--- config.mk ---
export PLATFORM = sky130hd
export DESIGN_NAME = flash_block_lock_and_resume
export DESIGN_NICKNAME = d
export VERILOG_FILES = /design/src/design/flash_lock_pkg.sv /design/src/design/lock_bit_mem.sv /design/src/design/flash_block_lock_and_resume.sv
export VERILOG_INCLUDE_DIRS = /design/src /design/src/design
export SDC_FILE = /design/constraint.sdc
export NUM_CORES = 2
export LEC_CHECK = 0
export BUFFER_PORTS_ARGS = -buffer_cell sky130_fd_sc_hd__buf_2
export CORE_ASPECT_RATIO = 0.9
export CORE_UTILIZATION = 50
export CTS_CLUSTER_DIAMETER = 200
export DETAILED_ROUTE_END_ITERATION = 10
export GPL_ROUTABILITY_DRIVEN = 1
export GPL_TIMING_DRIVEN = 0
export PLACE_DENSITY = 0.65
export REMOVE_ABC_BUFFERS = 1
export SYNTH_ARGS = -nofsm -noshare
export SYNTH_HDL_FRONTEND = slang
export SYNTH_SLANG_ARGS = --single-unit
--- constraint.sdc ---
create_clock -name clk_sys_in -period 19.4 [get_ports clk_sys_in]
set_clock_uncertainty 0.2 [all_clocks]
set_input_delay 5.82 -clock clk_sys_in [delete_from_list [all_inputs] [get_ports clk_sys_in]]
set_output_delay 5.82 -clock clk_sys_in [all_outputs]
set_load 0.05 [all_outputs]
--- src/design/flash_lock_cfg.svh ---
// Opcodes, status bit positions, geometry and timing constants
`ifndef FLASH_LOCK_CFG_SVH
`define FLASH_LOCK_CFG_SVH

`define CLK_PERIOD_NS 10
`define ADDR_BITS 23
`define SECTOR_LSB 12
`define SECTORS_PER_BLOCK 16

`define OP_NOP 8'h00
`define OP_LATCH_SET 8'h06
`define OP_PAGE_PROG 8'h02
`define OP_RESUME_A 8'h7a
`define OP_RESUME_B 8'h30
`define OP_RESET_ARM 8'h66
`define OP_LOCK_ONE 8'h36
`define OP_UNLOCK_ONE 8'h39
`define OP_LOCK_QUERY 8'h3c
`define OP_LOCK_ALL 8'h7e
`define OP_UNLOCK_ALL 8'h98

`define ST_BUSY_BIT 0
`define ST_LATCH_BIT 1
`define ST_ERASE_SUS_BIT 10
`define ST_PROG_SUS_BIT 15

`define PROG_TIME_NS 300000
`define ERASE_TIME_NS 2000000
`define PROG_SUSP_LAT_NS 20000
`define ERASE_SUSP_LAT_NS 20000

`endif

--- src/design/flash_lock_pkg.sv ---
// Types shared by the lock and resume logic
package flash_lock_pkg;
  typedef enum logic [1:0] {
    ACT_NONE = 2'b00,
    ACT_PROG = 2'b01,
    ACT_ERASE = 2'b10,
    ACT_NEST = 2'b11
  } act_e;
  typedef logic [15:0] status_t;
  typedef logic [23:0] addr_t;
endpackage : flash_lock_pkg

--- src/design/lock_bit_mem.sv ---
// One-bit-wide lock bit memory with registered read data
`timescale 1ns/1ps
module lock_bit_mem #(
  parameter int IDX_W = 11
) (
  // Clock
  input wire logic clk_sys_in,
  // Write port
  input wire logic wr_en_in,
  input wire logic [IDX_W-1:0] addr_in,
  input wire logic wr_data_in,
  // Read port
  input wire logic rd_en_in,
  output logic rd_data_out
);
  logic mem_r [0:(2**IDX_W)-1];

  always_ff @(posedge clk_sys_in) begin
    if (wr_en_in) begin
      mem_r[addr_in] <= wr_data_in;
    end
  end

  // No reset on read data: contents are filled by the walker after reset
  always_ff @(posedge clk_sys_in) begin
    if (rd_en_in) begin
      rd_data_out <= mem_r[addr_in];
    end
  end
endmodule : lock_bit_mem

--- src/design/flash_block_lock_and_resume.sv ---
// Command logic for erase-suspend programming, resume and block locks
`timescale 1ns/1ps
`include "flash_lock_cfg.svh"

module flash_block_lock_and_resume #(
  parameter int ADDR_W = `ADDR_BITS,
  parameter int PROG_CYCLES =
    (`PROG_TIME_NS + `CLK_PERIOD_NS - 1) / `CLK_PERIOD_NS,
  parameter int ERASE_CYCLES =
    (`ERASE_TIME_NS + `CLK_PERIOD_NS - 1) / `CLK_PERIOD_NS,
  parameter int PROG_SUSP_CYCLES =
    (`PROG_SUSP_LAT_NS + `CLK_PERIOD_NS - 1) / `CLK_PERIOD_NS,
  parameter int ERASE_SUSP_CYCLES =
    (`ERASE_SUSP_LAT_NS + `CLK_PERIOD_NS - 1) / `CLK_PERIOD_NS,
  parameter logic [7:0] SECT_ERASE_OP = 8'h20,
  parameter logic [7:0] BLOCK_ERASE_OP = 8'hd8,
  parameter logic [7:0] SUSPEND_OP = 8'h75
) (
  // Clock and reset
  input wire logic clk_sys_in,
  input wire logic rst_in,
  // Serial pins
  input wire logic cs_n_in,
  input wire logic sclk_in,
  input wire logic [3:0] io_in,
  output logic [3:0] io_out,
  output logic [3:0] io_oe_out,
  // Configuration
  input wire logic lock_scheme_select_in,
  input wire logic quad_command_mode_in,
  input wire logic lock_sector_grain_in,
  input wire logic range_protect_hit_in,
  // Status
  output logic write_enable_latch_out,
  output logic write_in_progress_out,
  output logic program_suspended_flag_out,
  output logic erase_suspended_flag_out,
  output logic reset_armed_out,
  output logic lock_walk_busy_out,
  output flash_lock_pkg::status_t status_reg_out,
  output flash_lock_pkg::addr_t cmd_addr_out
);
  import flash_lock_pkg::*;

  localparam int IDX_W = ADDR_W - `SECTOR_LSB;
  localparam int DEPTH = 2 ** IDX_W;

  generate
    if (ADDR_W < 17 || ADDR_W > 24) begin : g_bad_addr
      $error("ADDR_W must lie between 17 and 24");
    end
    if (PROG_CYCLES < 1 || ERASE_CYCLES < 1 || PROG_SUSP_CYCLES < 1 ||
        ERASE_SUSP_CYCLES < 1) begin : g_bad_time
      $error("timing counts must be at least one cycle");
    end
  endgenerate

  function automatic logic [IDX_W-1:0] sect_of(input logic [23:0] a);
    sect_of = a[ADDR_W-1:`SECTOR_LSB];
  endfunction : sect_of

  function automatic logic in_region(input logic [IDX_W-1:0] s,
                                     input logic [IDX_W-1:0] base,
                                     input logic blk);
    in_region = blk ? (s[IDX_W-1:4] == base[IDX_W-1:4]) : (s == base);
  endfunction : in_region

  // Pin synchronisers
  logic [1:0] cs_sync_r;
  logic [1:0] sclk_sync_r;
  logic [3:0] io_s1_r;
  logic [3:0] io_s2_r;
  logic cs_d_r;
  logic sclk_d_r;

  always_ff @(posedge clk_sys_in or posedge rst_in) begin
    if (rst_in) begin
      cs_sync_r <= 2'h3;
      sclk_sync_r <= 2'h0;
      io_s1_r <= 4'h0;
      io_s2_r <= 4'h0;
      cs_d_r <= 1'b1;
      sclk_d_r <= 1'b0;
    end else begin
      cs_sync_r <= {cs_sync_r[0], cs_n_in};
      sclk_sync_r <= {sclk_sync_r[0], sclk_in};
      io_s1_r <= io_in;
      io_s2_r <= io_s1_r;
      cs_d_r <= cs_sync_r[1];
      sclk_d_r <= sclk_sync_r[1];
    end
  end

  logic cs_low;
  logic sclk_rise;
  logic sclk_fall;
  logic frame_end;
  assign cs_low = ~cs_sync_r[1];
  assign sclk_rise = sclk_sync_r[1] & ~sclk_d_r;
  assign sclk_fall = ~sclk_sync_r[1] & sclk_d_r;
  assign frame_end = cs_sync_r[1] & ~cs_d_r;

  // Input shifter
  logic [31:0] sh_r;
  logic [31:0] sh_nxt;
  logic [15:0] bits_r;
  logic [15:0] bits_nxt;
  logic [7:0] op_r;
  logic [23:0] addr_r;

  always_comb begin
    if (quad_command_mode_in) begin
      sh_nxt = {sh_r[27:0], io_s2_r};
      bits_nxt = bits_r + 16'h4;
    end else begin
      sh_nxt = {sh_r[30:0], io_s2_r[0]};
      bits_nxt = bits_r + 16'h1;
    end
  end

  always_ff @(posedge clk_sys_in or posedge rst_in) begin
    if (rst_in) begin
      sh_r <= 32'h0;
      bits_r <= 16'h0;
      op_r <= 8'h0;
      addr_r <= 24'h0;
    end else if (!cs_low) begin
      bits_r <= 16'h0;
    end else if (sclk_rise) begin
      sh_r <= sh_nxt;
      bits_r <= bits_nxt;
      if (bits_nxt == 16'h8) begin
        op_r <= sh_nxt[7:0];
      end
      if (bits_nxt == 16'h20) begin
        addr_r <= sh_nxt[23:0];
      end
    end
  end

  // Status and engine state
  logic latch_r;
  logic inprog_r;
  logic sus_prog_r;
  logic sus_erase_r;
  act_e act_r;
  act_e saved_act_r;
  logic [31:0] cnt_r;
  logic [31:0] saved_cnt_r;
  logic susp_wait_r;
  logic [31:0] susp_cnt_r;
  logic [IDX_W-1:0] erase_base_r;
  logic erase_blk_r;
  logic pend_r;
  act_e pend_kind_r;
  logic pend_blk_r;
  logic walk_busy_r;
  logic mem_rdata;

  // Command decode, valid only in the frame end cycle
  logic is_len8;
  logic is_len32;
  logic byte_ok;
  logic cmd_latch_set;
  logic cmd_pp;
  logic cmd_erase;
  logic cmd_susp;
  logic cmd_resume;
  logic cmd_lock_one;
  logic cmd_unlock_one;
  logic cmd_lock_all;
  logic cmd_unlock_all;
  logic idle;
  logic pp_ok;
  logic erase_ok;
  logic lock_start;
  logic chk_start;

  assign byte_ok = (bits_r[2:0] == 3'h0);
  assign is_len8 = frame_end & (bits_r == 16'h8);
  assign is_len32 = frame_end & (bits_r == 16'h20);
  assign cmd_latch_set = is_len8 & (op_r == `OP_LATCH_SET);
  assign cmd_pp = frame_end & byte_ok & (bits_r >= 16'h28) &
                  (op_r == `OP_PAGE_PROG);
  assign cmd_erase = is_len32 &
                     ((op_r == SECT_ERASE_OP) | (op_r == BLOCK_ERASE_OP));
  assign cmd_susp = is_len8 & (op_r == SUSPEND_OP);
  assign cmd_resume = is_len8 &
                      ((op_r == `OP_RESUME_A) | (op_r == `OP_RESUME_B));
  // Exact lengths double as the byte boundary check
  assign cmd_lock_one = is_len32 & (op_r == `OP_LOCK_ONE);
  assign cmd_unlock_one = is_len32 & (op_r == `OP_UNLOCK_ONE);
  assign cmd_lock_all = is_len8 & (op_r == `OP_LOCK_ALL);
  assign cmd_unlock_all = is_len8 & (op_r == `OP_UNLOCK_ALL);

  assign idle = ~inprog_r & ~walk_busy_r & ~pend_r & ~susp_wait_r &
                (act_r == ACT_NONE);
  assign pp_ok = cmd_pp & latch_r & idle & ~sus_prog_r &
                 (~sus_erase_r |
                  ~in_region(sect_of(addr_r), erase_base_r,
                             erase_blk_r));
  assign erase_ok = cmd_erase & latch_r & idle & ~sus_prog_r & ~sus_erase_r;
  assign chk_start = pp_ok | erase_ok;
  assign lock_start = latch_r & idle & (cmd_lock_one | cmd_unlock_one |
                      cmd_lock_all | cmd_unlock_all);

  // Protection verdict, one cycle after the lock bit read
  logic protected_hit;
  assign protected_hit = lock_scheme_select_in ?
                         (mem_rdata | walk_busy_r) :
                         range_protect_hit_in;

  always_ff @(posedge clk_sys_in or posedge rst_in) begin
    if (rst_in) begin
      pend_r <= 1'b0;
      pend_kind_r <= ACT_NONE;
      pend_blk_r <= 1'b0;
    end else begin
      pend_r <= chk_start;
      if (chk_start) begin
        pend_kind_r <= pp_ok ? (sus_erase_r ? ACT_NEST : ACT_PROG) :
                               ACT_ERASE;
        pend_blk_r <= (op_r == BLOCK_ERASE_OP);
      end
    end
  end

  always_ff @(posedge clk_sys_in or posedge rst_in) begin
    if (rst_in) begin
      latch_r <= 1'b0;
      inprog_r <= 1'b0;
      sus_prog_r <= 1'b0;
      sus_erase_r <= 1'b0;
      act_r <= ACT_NONE;
      saved_act_r <= ACT_NONE;
      cnt_r <= 32'h0;
      saved_cnt_r <= 32'h0;
      susp_wait_r <= 1'b0;
      susp_cnt_r <= 32'h0;
      erase_base_r <= '0;
      erase_blk_r <= 1'b0;
    end else if (pend_r) begin
      // A refused program or erase leaves every status bit as it was
      if (!protected_hit) begin
        act_r <= pend_kind_r;
        inprog_r <= 1'b1;
        cnt_r <= (pend_kind_r == ACT_ERASE) ? 32'(ERASE_CYCLES) :
                                              32'(PROG_CYCLES);
        if (pend_kind_r == ACT_ERASE) begin
          erase_base_r <= sect_of(addr_r);
          erase_blk_r <= pend_blk_r;
        end
      end
    end else if (cmd_latch_set && !inprog_r && !walk_busy_r) begin
      latch_r <= 1'b1;
    end else if (cmd_susp && !susp_wait_r &&
                 (act_r == ACT_PROG || act_r == ACT_ERASE)) begin
      // A nested program never matches here, so it cannot be suspended
      susp_wait_r <= 1'b1;
      susp_cnt_r <= (act_r == ACT_PROG) ? 32'(PROG_SUSP_CYCLES) :
                                          32'(ERASE_SUSP_CYCLES);
    end else if (cmd_resume && !inprog_r && (sus_prog_r || sus_erase_r)) begin
      latch_r <= 1'b1;
      inprog_r <= 1'b1;
      sus_prog_r <= 1'b0;
      sus_erase_r <= 1'b0;
      act_r <= saved_act_r;
      cnt_r <= saved_cnt_r;
    end else if (lock_start) begin
      latch_r <= 1'b0;
    end else if (act_r != ACT_NONE) begin
      cnt_r <= cnt_r - 32'h1;
      if (cnt_r == 32'h1) begin
        // Completion beats a pending suspend latency
        act_r <= ACT_NONE;
        latch_r <= 1'b0;
        inprog_r <= 1'b0;
        susp_wait_r <= 1'b0;
      end else if (susp_wait_r) begin
        susp_cnt_r <= susp_cnt_r - 32'h1;
        if (susp_cnt_r == 32'h1) begin
          susp_wait_r <= 1'b0;
          latch_r <= 1'b0;
          inprog_r <= 1'b0;
          sus_prog_r <= (act_r == ACT_PROG);
          sus_erase_r <= (act_r == ACT_ERASE);
          saved_act_r <= act_r;
          saved_cnt_r <= cnt_r - 32'h1;
          act_r <= ACT_NONE;
        end
      end
    end
  end

  // Reset arm tracking: any other complete command disarms it
  logic reset_arm_r;
  always_ff @(posedge clk_sys_in or posedge rst_in) begin
    if (rst_in) begin
      reset_arm_r <= 1'b0;
    end else if (frame_end && bits_r >= 16'h8) begin
      reset_arm_r <= is_len8 & (op_r == `OP_RESET_ARM);
    end
  end

  // Lock bit walker; it also fills the memory after reset
  logic [IDX_W-1:0] walk_idx_r;
  logic [IDX_W:0] walk_left_r;
  logic walk_val_r;
  logic [IDX_W-1:0] addr_sect;
  assign addr_sect = sect_of(addr_r);

  always_ff @(posedge clk_sys_in or posedge rst_in) begin
    if (rst_in) begin
      walk_busy_r <= 1'b1;
      walk_idx_r <= '0;
      walk_left_r <= (IDX_W+1)'(DEPTH);
      walk_val_r <= 1'b1;
    end else if (walk_busy_r) begin
      walk_idx_r <= walk_idx_r + 1'b1;
      walk_left_r <= walk_left_r - 1'b1;
      if (walk_left_r == (IDX_W+1)'(1)) begin
        walk_busy_r <= 1'b0;
      end
    end else if (lock_start) begin
      walk_busy_r <= 1'b1;
      walk_val_r <= cmd_lock_one | cmd_lock_all;
      if (cmd_lock_all || cmd_unlock_all) begin
        walk_idx_r <= '0;
        walk_left_r <= (IDX_W+1)'(DEPTH);
      end else if (lock_sector_grain_in) begin
        walk_idx_r <= sect_of(addr_r);
        walk_left_r <= (IDX_W+1)'(1);
      end else begin
        walk_idx_r <= {addr_sect[IDX_W-1:4], 4'h0};
        walk_left_r <= (IDX_W+1)'(`SECTORS_PER_BLOCK);
      end
    end
  end

  // Lock query read is issued as the last address bit lands
  logic stat_rd;
  logic stat_pend_r;
  logic [IDX_W-1:0] mem_addr;
  assign stat_rd = cs_low & sclk_rise & (bits_nxt == 16'h20) &
                   (op_r == `OP_LOCK_QUERY);
  assign mem_addr = walk_busy_r ? walk_idx_r :
                    (stat_rd ? sect_of(sh_nxt[23:0]) : sect_of(addr_r));

  lock_bit_mem #(
    .IDX_W(IDX_W)
  ) u_lock_mem (
    .clk_sys_in(clk_sys_in),
    .wr_en_in(walk_busy_r),
    .addr_in(mem_addr),
    .wr_data_in(walk_val_r),
    .rd_en_in(chk_start | stat_rd),
    .rd_data_out(mem_rdata)
  );

  // Lock query output byte, repeated while select stays low
  logic [7:0] out_byte_r;
  logic [2:0] oidx_r;
  logic [3:0] io_r;
  logic [3:0] io_oe_r;

  always_ff @(posedge clk_sys_in or posedge rst_in) begin
    if (rst_in) begin
      stat_pend_r <= 1'b0;
      out_byte_r <= 8'h0;
    end else begin
      stat_pend_r <= stat_rd;
      if (stat_pend_r) begin
        // Bits still being filled after reset read as locked
        out_byte_r <= {7'h0, mem_rdata | walk_busy_r};
      end
    end
  end

  always_ff @(posedge clk_sys_in or posedge rst_in) begin
    if (rst_in) begin
      io_r <= 4'h0;
      io_oe_r <= 4'h0;
      oidx_r <= 3'h0;
    end else if (!cs_low) begin
      io_oe_r <= 4'h0;
      oidx_r <= 3'h0;
    end else if (sclk_fall && op_r == `OP_LOCK_QUERY &&
                 bits_r >= 16'h20) begin
      oidx_r <= oidx_r + 3'h1;
      if (quad_command_mode_in) begin
        io_r <= oidx_r[0] ? out_byte_r[3:0] : out_byte_r[7:4];
        io_oe_r <= 4'hf;
      end else begin
        io_r <= {2'h0, out_byte_r[3'h7 - oidx_r], 1'b0};
        io_oe_r <= 4'h2;
      end
    end
  end

  // Registered status outputs
  always_ff @(posedge clk_sys_in or posedge rst_in) begin
    if (rst_in) begin
      status_reg_out <= 16'h0;
      write_enable_latch_out <= 1'b0;
      write_in_progress_out <= 1'b0;
      program_suspended_flag_out <= 1'b0;
      erase_suspended_flag_out <= 1'b0;
      reset_armed_out <= 1'b0;
      lock_walk_busy_out <= 1'b1;
      cmd_addr_out <= 24'h0;
    end else begin
      status_reg_out <= 16'h0;
      status_reg_out[`ST_BUSY_BIT] <= inprog_r;
      status_reg_out[`ST_LATCH_BIT] <= latch_r;
      status_reg_out[`ST_ERASE_SUS_BIT] <= sus_erase_r;
      status_reg_out[`ST_PROG_SUS_BIT] <= sus_prog_r;
      write_enable_latch_out <= latch_r;
      write_in_progress_out <= inprog_r;
      program_suspended_flag_out <= sus_prog_r;
      erase_suspended_flag_out <= sus_erase_r;
      reset_armed_out <= reset_arm_r;
      lock_walk_busy_out <= walk_busy_r;
      cmd_addr_out <= addr_r;
    end
  end

  assign io_out = io_r;
  assign io_oe_out = io_oe_r;
endmodule : flash_block_lock_and_resume

# Word-level counts from Yosys, hierarchy flattened
# Memories as Yosys holds them, arrays and structs flattened. A register that Yosys moved wholly into a read port is not among the register bits.
# Cells that the tools add are included.
dict set report word_totals {
  regBits 279
  mem_bits_rw 2048
  in_bits 12
  out_inout_bits 54
  wordCells 286
  n_memories 1
}
# name words width read_ports rd_ports_with_merged_regs write_ports line_no
set mem_list {}
lappend mem_list {u_lock_mem.mem_r 2048 1 1 1 1 lock_bit_mem.sv:16} ;# logic mem_r [0:(2**IDX_W)-1];
dict set report op_classes {
  addsub 8
  order_cmp 4
  n_eq_ne 35
  mux 89
  bitwise 61
  n_reduce_logical 45
}
# cell count
set op_table {}
lappend op_table {{$mux W32} 13}
lappend op_table {{$eq A32 B1 Y1 const B} 2}
lappend op_table {{$sub A32 B1 Y32 const B} 2}
lappend op_table {{$mux W11} 5}
lappend op_table {{$mux W16} 3}
lappend op_table {{$mux W1} 42}
lappend op_table {{$eq A8 B6 Y1 const B} 5}
lappend op_table {{$mux W12} 3}
lappend op_table {{$and A1 B1 Y1} 34}
lappend op_table {{$eq A16 B4 Y1 const B} 2}
lappend op_table {{$eq A16 B6 Y1 const B} 2}
lappend op_table {{$eq A8 B7 Y1 const B} 4}
lappend op_table {{$ge A16 B6 Y1 const B} 2}
lappend op_table {{$mux W2} 13}
lappend op_table {{$mux W24} 1}
lappend op_table {{$mux W18} 1}
lappend op_table {{$reduce_bool A2 Y1} 9}
lappend op_table {{$not A1 Y1} 17}
lappend op_table {{$add A16 B1 Y16 const B} 1}
lappend op_table {{$add A16 B3 Y16 const B} 1}
lappend op_table {{$eq A8 B8 Y1 const B} 2}
lappend op_table {{$ge A16 B4 Y1 const B} 1}
lappend op_table {{$mux W4} 4}
lappend op_table {{$reduce_and A5 Y1} 3}
lappend op_table {{32 further kinds} 70}

# Longest topological paths before layout
dict set report depth {
  ltp_word 13
  mapped_depth 20
  depth_no_buf 15
}

# Hierarchy
# A second synthesis with hierarchy kept.
dict set report unflattened {
  hier_cells 8086
  hier_area_um2 101574.9
}
# module n_inst cells_each area_each_um2 seq_area_each_um2
set by_module_without_submodules {}
lappend by_module_without_submodules {lock_bit_mem 1 6693 87855.5 61529.0}
lappend by_module_without_submodules {flash_block_lock_and_resume 1 1393 13719.4 6790.3}

# Worst setup path after synthesis
# OpenSTA, ideal clock, no wires.
dict set report synth_path {
  kind {reg-to-reg}
  from {reg walk_val_r}
  to {mem u_lock_mem.mem_r[0] (data pin)}
  setup_ns 2.924
  t_arrival_ns 13.356
  t_required_ns 16.276
  setup_slack_ns 2.920
  path_stages_with_launch 1
  n_path_buf 0
  period_less_slack_ns 16.480
  cell_sequence {dfstp_2}
}
# element line_no
set synth_rtl {}
lappend synth_rtl {{from (decl)} flash_block_lock_and_resume.sv:308} ;# logic walk_val_r;
lappend synth_rtl {{from (signal assigned)} flash_block_lock_and_resume.sv:326} ;# walk_val_r <= cmd_lock_one | cmd_lock_all;
lappend synth_rtl {{to (decl)} lock_bit_mem.sv:16}
# No word-level cell before the write port.

# Worst setup path after layout
dict set report layout_path {
  from {in quad_command_mode_in}
  to {reg u_lock_mem.rd_data_out, read port of u_lock_mem.mem_r (data pin)}
}
dict set report layout_via {
  elab_chain_len 6
  elab_cells_between_ends 8
  classes_between {eq/ne (1); mux (4); bitwise (3)}
}
# element line_no
set layout_rtl {}
lappend layout_rtl {{from (decl)} flash_block_lock_and_resume.sv:30} ;# input wire logic quad_command_mode_in,
lappend layout_rtl {{$mux W16 *} flash_block_lock_and_resume.sv:112} ;# if (quad_command_mode_in) begin
lappend layout_rtl {{$eq A16 B6 Y1 *} flash_block_lock_and_resume.sv:344} ;# assign stat_rd = cs_low & sclk_rise & (bits_nxt == 16'h20) &
lappend layout_rtl {{$and A1 B1 Y1 * (2 in a row)} flash_block_lock_and_resume.sv:344}
lappend layout_rtl {{net stat_rd} flash_block_lock_and_resume.sv:341} ;# logic stat_rd;
lappend layout_rtl {{$mux W11} flash_block_lock_and_resume.sv:347} ;# (stat_rd ? sect_of(sh_nxt[23:0]) : sect_of(addr_r));
lappend layout_rtl {{$mux W11} flash_block_lock_and_resume.sv:346} ;# assign mem_addr = walk_busy_r ? walk_idx_r :
lappend layout_rtl {{to (decl)} lock_bit_mem.sv:14} ;# output logic rd_data_out
# Mark *: on every way through the listed nets, which the timed path passes. The rest lies on a longest branch.
# A chain may end at the register's enable or synchronous reset.

==> metrics <==
status=complete, no violations; Total Neg Setup Slack=0 ns; library cells used by synthesis=84; htree depth=4; Initial Utilization=0.503; cell repeated most along the worst path=buf_16; Ant. Diodes=0; # placed instances=10297; worst vdd ir=101 uV; Avg WL per Cell=27.2 microns; Port Buffers=51; sequential share of power=0.558; top cell type by total area after synthesis=edfxtp_1; fin. max-slew vios=0; PwrDens=85.6 nW/um^2; Detail Placement HPWL=163000 microns; Final setup viols=0; Nets=7865; initial antenna violation count=0; Pint=7690 uW; Yosys reg bits=2320; CTS sink cnt=2320; YS warnings=0; die height=428 microns; TritonCTS Buffers=224; pin count of the biggest net entering global routing=136; min cycle time layout=13.29 ns; Slowest-stage cell, CP=buf_2; CP Capture Type=flop; CTS Hold Buffers Added=0; Max Cap Violations=0; hold slack final=0.148 ns; Avg Cell Area, Syn=12.5 sq um; Final ANT Viol Nets=0; Leakage Power=0.0469 uW; fraction of layout cells with a size suffix above 1=0.0822; area delta synth->final=11.8%; postcts setup bufs=0; total congestion overflow=0; vias in the first global route=62904; Vias/cell=6.16; Cells after Synth=8066; post-layout util=0.562; CP Cell Sequence=buf_2 > a21oi_2 > nor3_1 > o2111ai_1 > a21oi_1 > and4_1 > o221a_4 > buf_16 > buf_16 > buf_16 > buf_16 > buf_16 > mux2i_1 > o22ai_1 > nor4_1 > nand2_1 > a22oi_1 > nand4_1 > a22oi_1 > nand4_1; Clock transition at path regs=0.06 ns; GR Util All Layers=0.282; vias=65887; Max Fclk=75.3 MHz; CTS tree=done; Crit path required time=19.71 ns; Clock Power Share=0.432; combinational group share of total power=0.010; number of remaining DRC errors=0; Synth area leaders=edfxtp_1 61%, mux2i_1 10%, nor2_1 8.3%, dfrtp_1 6.5%, o22ai_1 3.0%; worst hold path type=reg2reg; Power, Total=9660 uW; drt pass-1 iters=6; CTS root buf=clkbuf_16; Skew-Pair Late Insertion Delay=0.88 ns; fin crit share=0.685; worst-path maximum fanout=45; Max transition margin=0.131; row count=156; Post-Route WL=291000 microns; share of the synthesized area in the top cell type=0.609; EDFF count, synth=2049; CP Buf/Inv Count=6; Worst EP arrival=13.60 ns; Die Wd=476 microns; global-route wire length before repair=420000 microns; Crit Path Class=in2reg; RSZ-0062 raised after global routing=false; Worst Tran Pin Value=1.30 ns; final hold vios=0; clock buffer depth=3; Sw Share=0.204; core area=201000 sq um; asr flop ratio synth=0.117; Critical Path Source Type=primary input; Switch Pwr=1970 uW; main flop type after synthesis=edfxtp_1; delay-heaviest family, CP=compound AO/OA/AOI/OAI gates; Mapped Area=101000 sq um; drt initial violations=8467; post-cts sizing count=0; CP peak stage delay=0.77 ns; RePlAce Congestion=0.800; fin cells=10704; io pins=66; Die ar.=204000 sq um; most numerous cell in the Yosys netlist=nor2_1; sequential area share after synthesis=0.676; Post-synth top cells=2225 x nor2_1, 2049 x edfxtp_1, 1040 x mux2i_1
-- layout by cell type (no fill, tap or decap), types with 22 or more instances in the layout --
cell type,instances
a21oi_1,116
a22oi_1,36
buf_12,25
buf_16,99
buf_2,51
buf_6,27
buf_8,37
clkbuf_1,68
clkbuf_16,228
clkinv_1,45
clkinv_2,34
dfrtp_1,264
edfxtp_1,2049
inv_1,32
mux2i_1,1040
nand2_1,294
nand2_4,30
nand3_1,43
nand4_1,34
nor2_1,2221
nor3_1,61
nor4_1,152
o21ai_0,100
o22ai_1,492
o32ai_1,22
xnor2_1,63
xor2_1,23
-- cell type report --
cell class / instances / area, sq um
Fill cell: 16217 / 87900
Sequential cell: 2320 / 68300
Multi-Input combinational cell: 5017 / 29900
Clock buffer: 303 / 6060
Timing Repair Buffer: 241 / 4360
Tap cell: 2686 / 3360
Clock inverter: 104 / 792
Inverter: 33 / 131
-- routing by layer --
layer	part of all wire	wire, microns	global-route usage	vias up
li1	-	-	-	28687
met3	0.095	27700	0.0530	574
met5	0	0	0	-
met1	0.40	116000	0.389	33621
met2	0.47	137000	0.450	3005
met4	0.034	9760	0.0897	0
-- cells by family (layout without fill, tap and decap cells) --
kind of cell	after synthesis	in the layout	synth area share
fa+ha+maj	16	16	0.00198
buf+inv	742	681	0.0326
other cells	1	14	0.0000371
xor+xnor	86	86	0.00746
simple gates	2978	2978	0.122
compound gates	864	864	0.0541
flops	2320	2320	0.676
mux	1059	1059	0.105
-- flip-flops by register name (all words and copies together), names as in the netlist, 2 cells and up --
| name | cells |
|---|---|
| walk_left_r | 12 |
| erase_base_r | 11 |
| cnt_r | 32 |
| io_s2_r | 4 |
| susp_cnt_r | 32 |
| act_r | 2 |
| oidx_r | 3 |
| u_lock_mem.mem_r | 2048 |
| status_reg_out | 4 |
| bits_r | 16 |
| io_out | 2 |
| walk_idx_r | 11 |
| sclk_sync_r | 2 |
| saved_act_r | 2 |
| op_r | 8 |
| cs_sync_r | 2 |
| sh_r | 23 |
| io_s1_r | 4 |
| saved_cnt_r | 32 |
| cmd_addr_out | 24 |
| io_oe_out | 2 |
| pend_kind_r | 2 |
| addr_r | 24 |
-- metrics by stage --
| stage | worst slack [ns] | area [sq um] |
|---|---|---|
| global placement | -47.35 | 102000 |
| finish | 6.11 | 113000 |
| global route | 5.92 | 113000 |
| detailed placement | 5.32 | 106000 |
| CTS | 6.26 | 113000 |
| floorplan | -27.32 | 97900 |
-- power by group through the flow --
stage	clock network (uW)	logic (uW)	registers [uW]
floorplan	0	113	5490
global placement	0	161	5490
detailed placement	0	101	5490
CTS	4200	101	5390
global route	4390	109	5390
finish	4170	101	5390
-- worst paths after layout --
kind | from | end | slack [ns] | cells after the start
max | quad_command_mode_in | u_lock_mem.rd_data_out$_DFFE_PP_ | 6.11 | 20
max in group asynchronous | rst_in | saved_cnt_r[23]$_DFFE_PP0P_ | 12.94 | 4
min | sclk_sync_r[0]$_DFF_PP0_ | sclk_sync_r[1]$_DFF_PP0_ | 0.15 | 0
min reg2reg | sclk_sync_r[0]$_DFF_PP0_ | sclk_sync_r[1]$_DFF_PP0_ | 0.15 | 0
min in group asynchronous | rst_in | io_oe_out[1]$_DFFE_PP0P_ | 4.68 | 2
max reg2reg | op_r[5]$_DFFE_PP0P_ | u_lock_mem.rd_data_out$_DFFE_PP_ | 10.43 | 19
No activity file was read; power rests on OpenSTA's default activity.
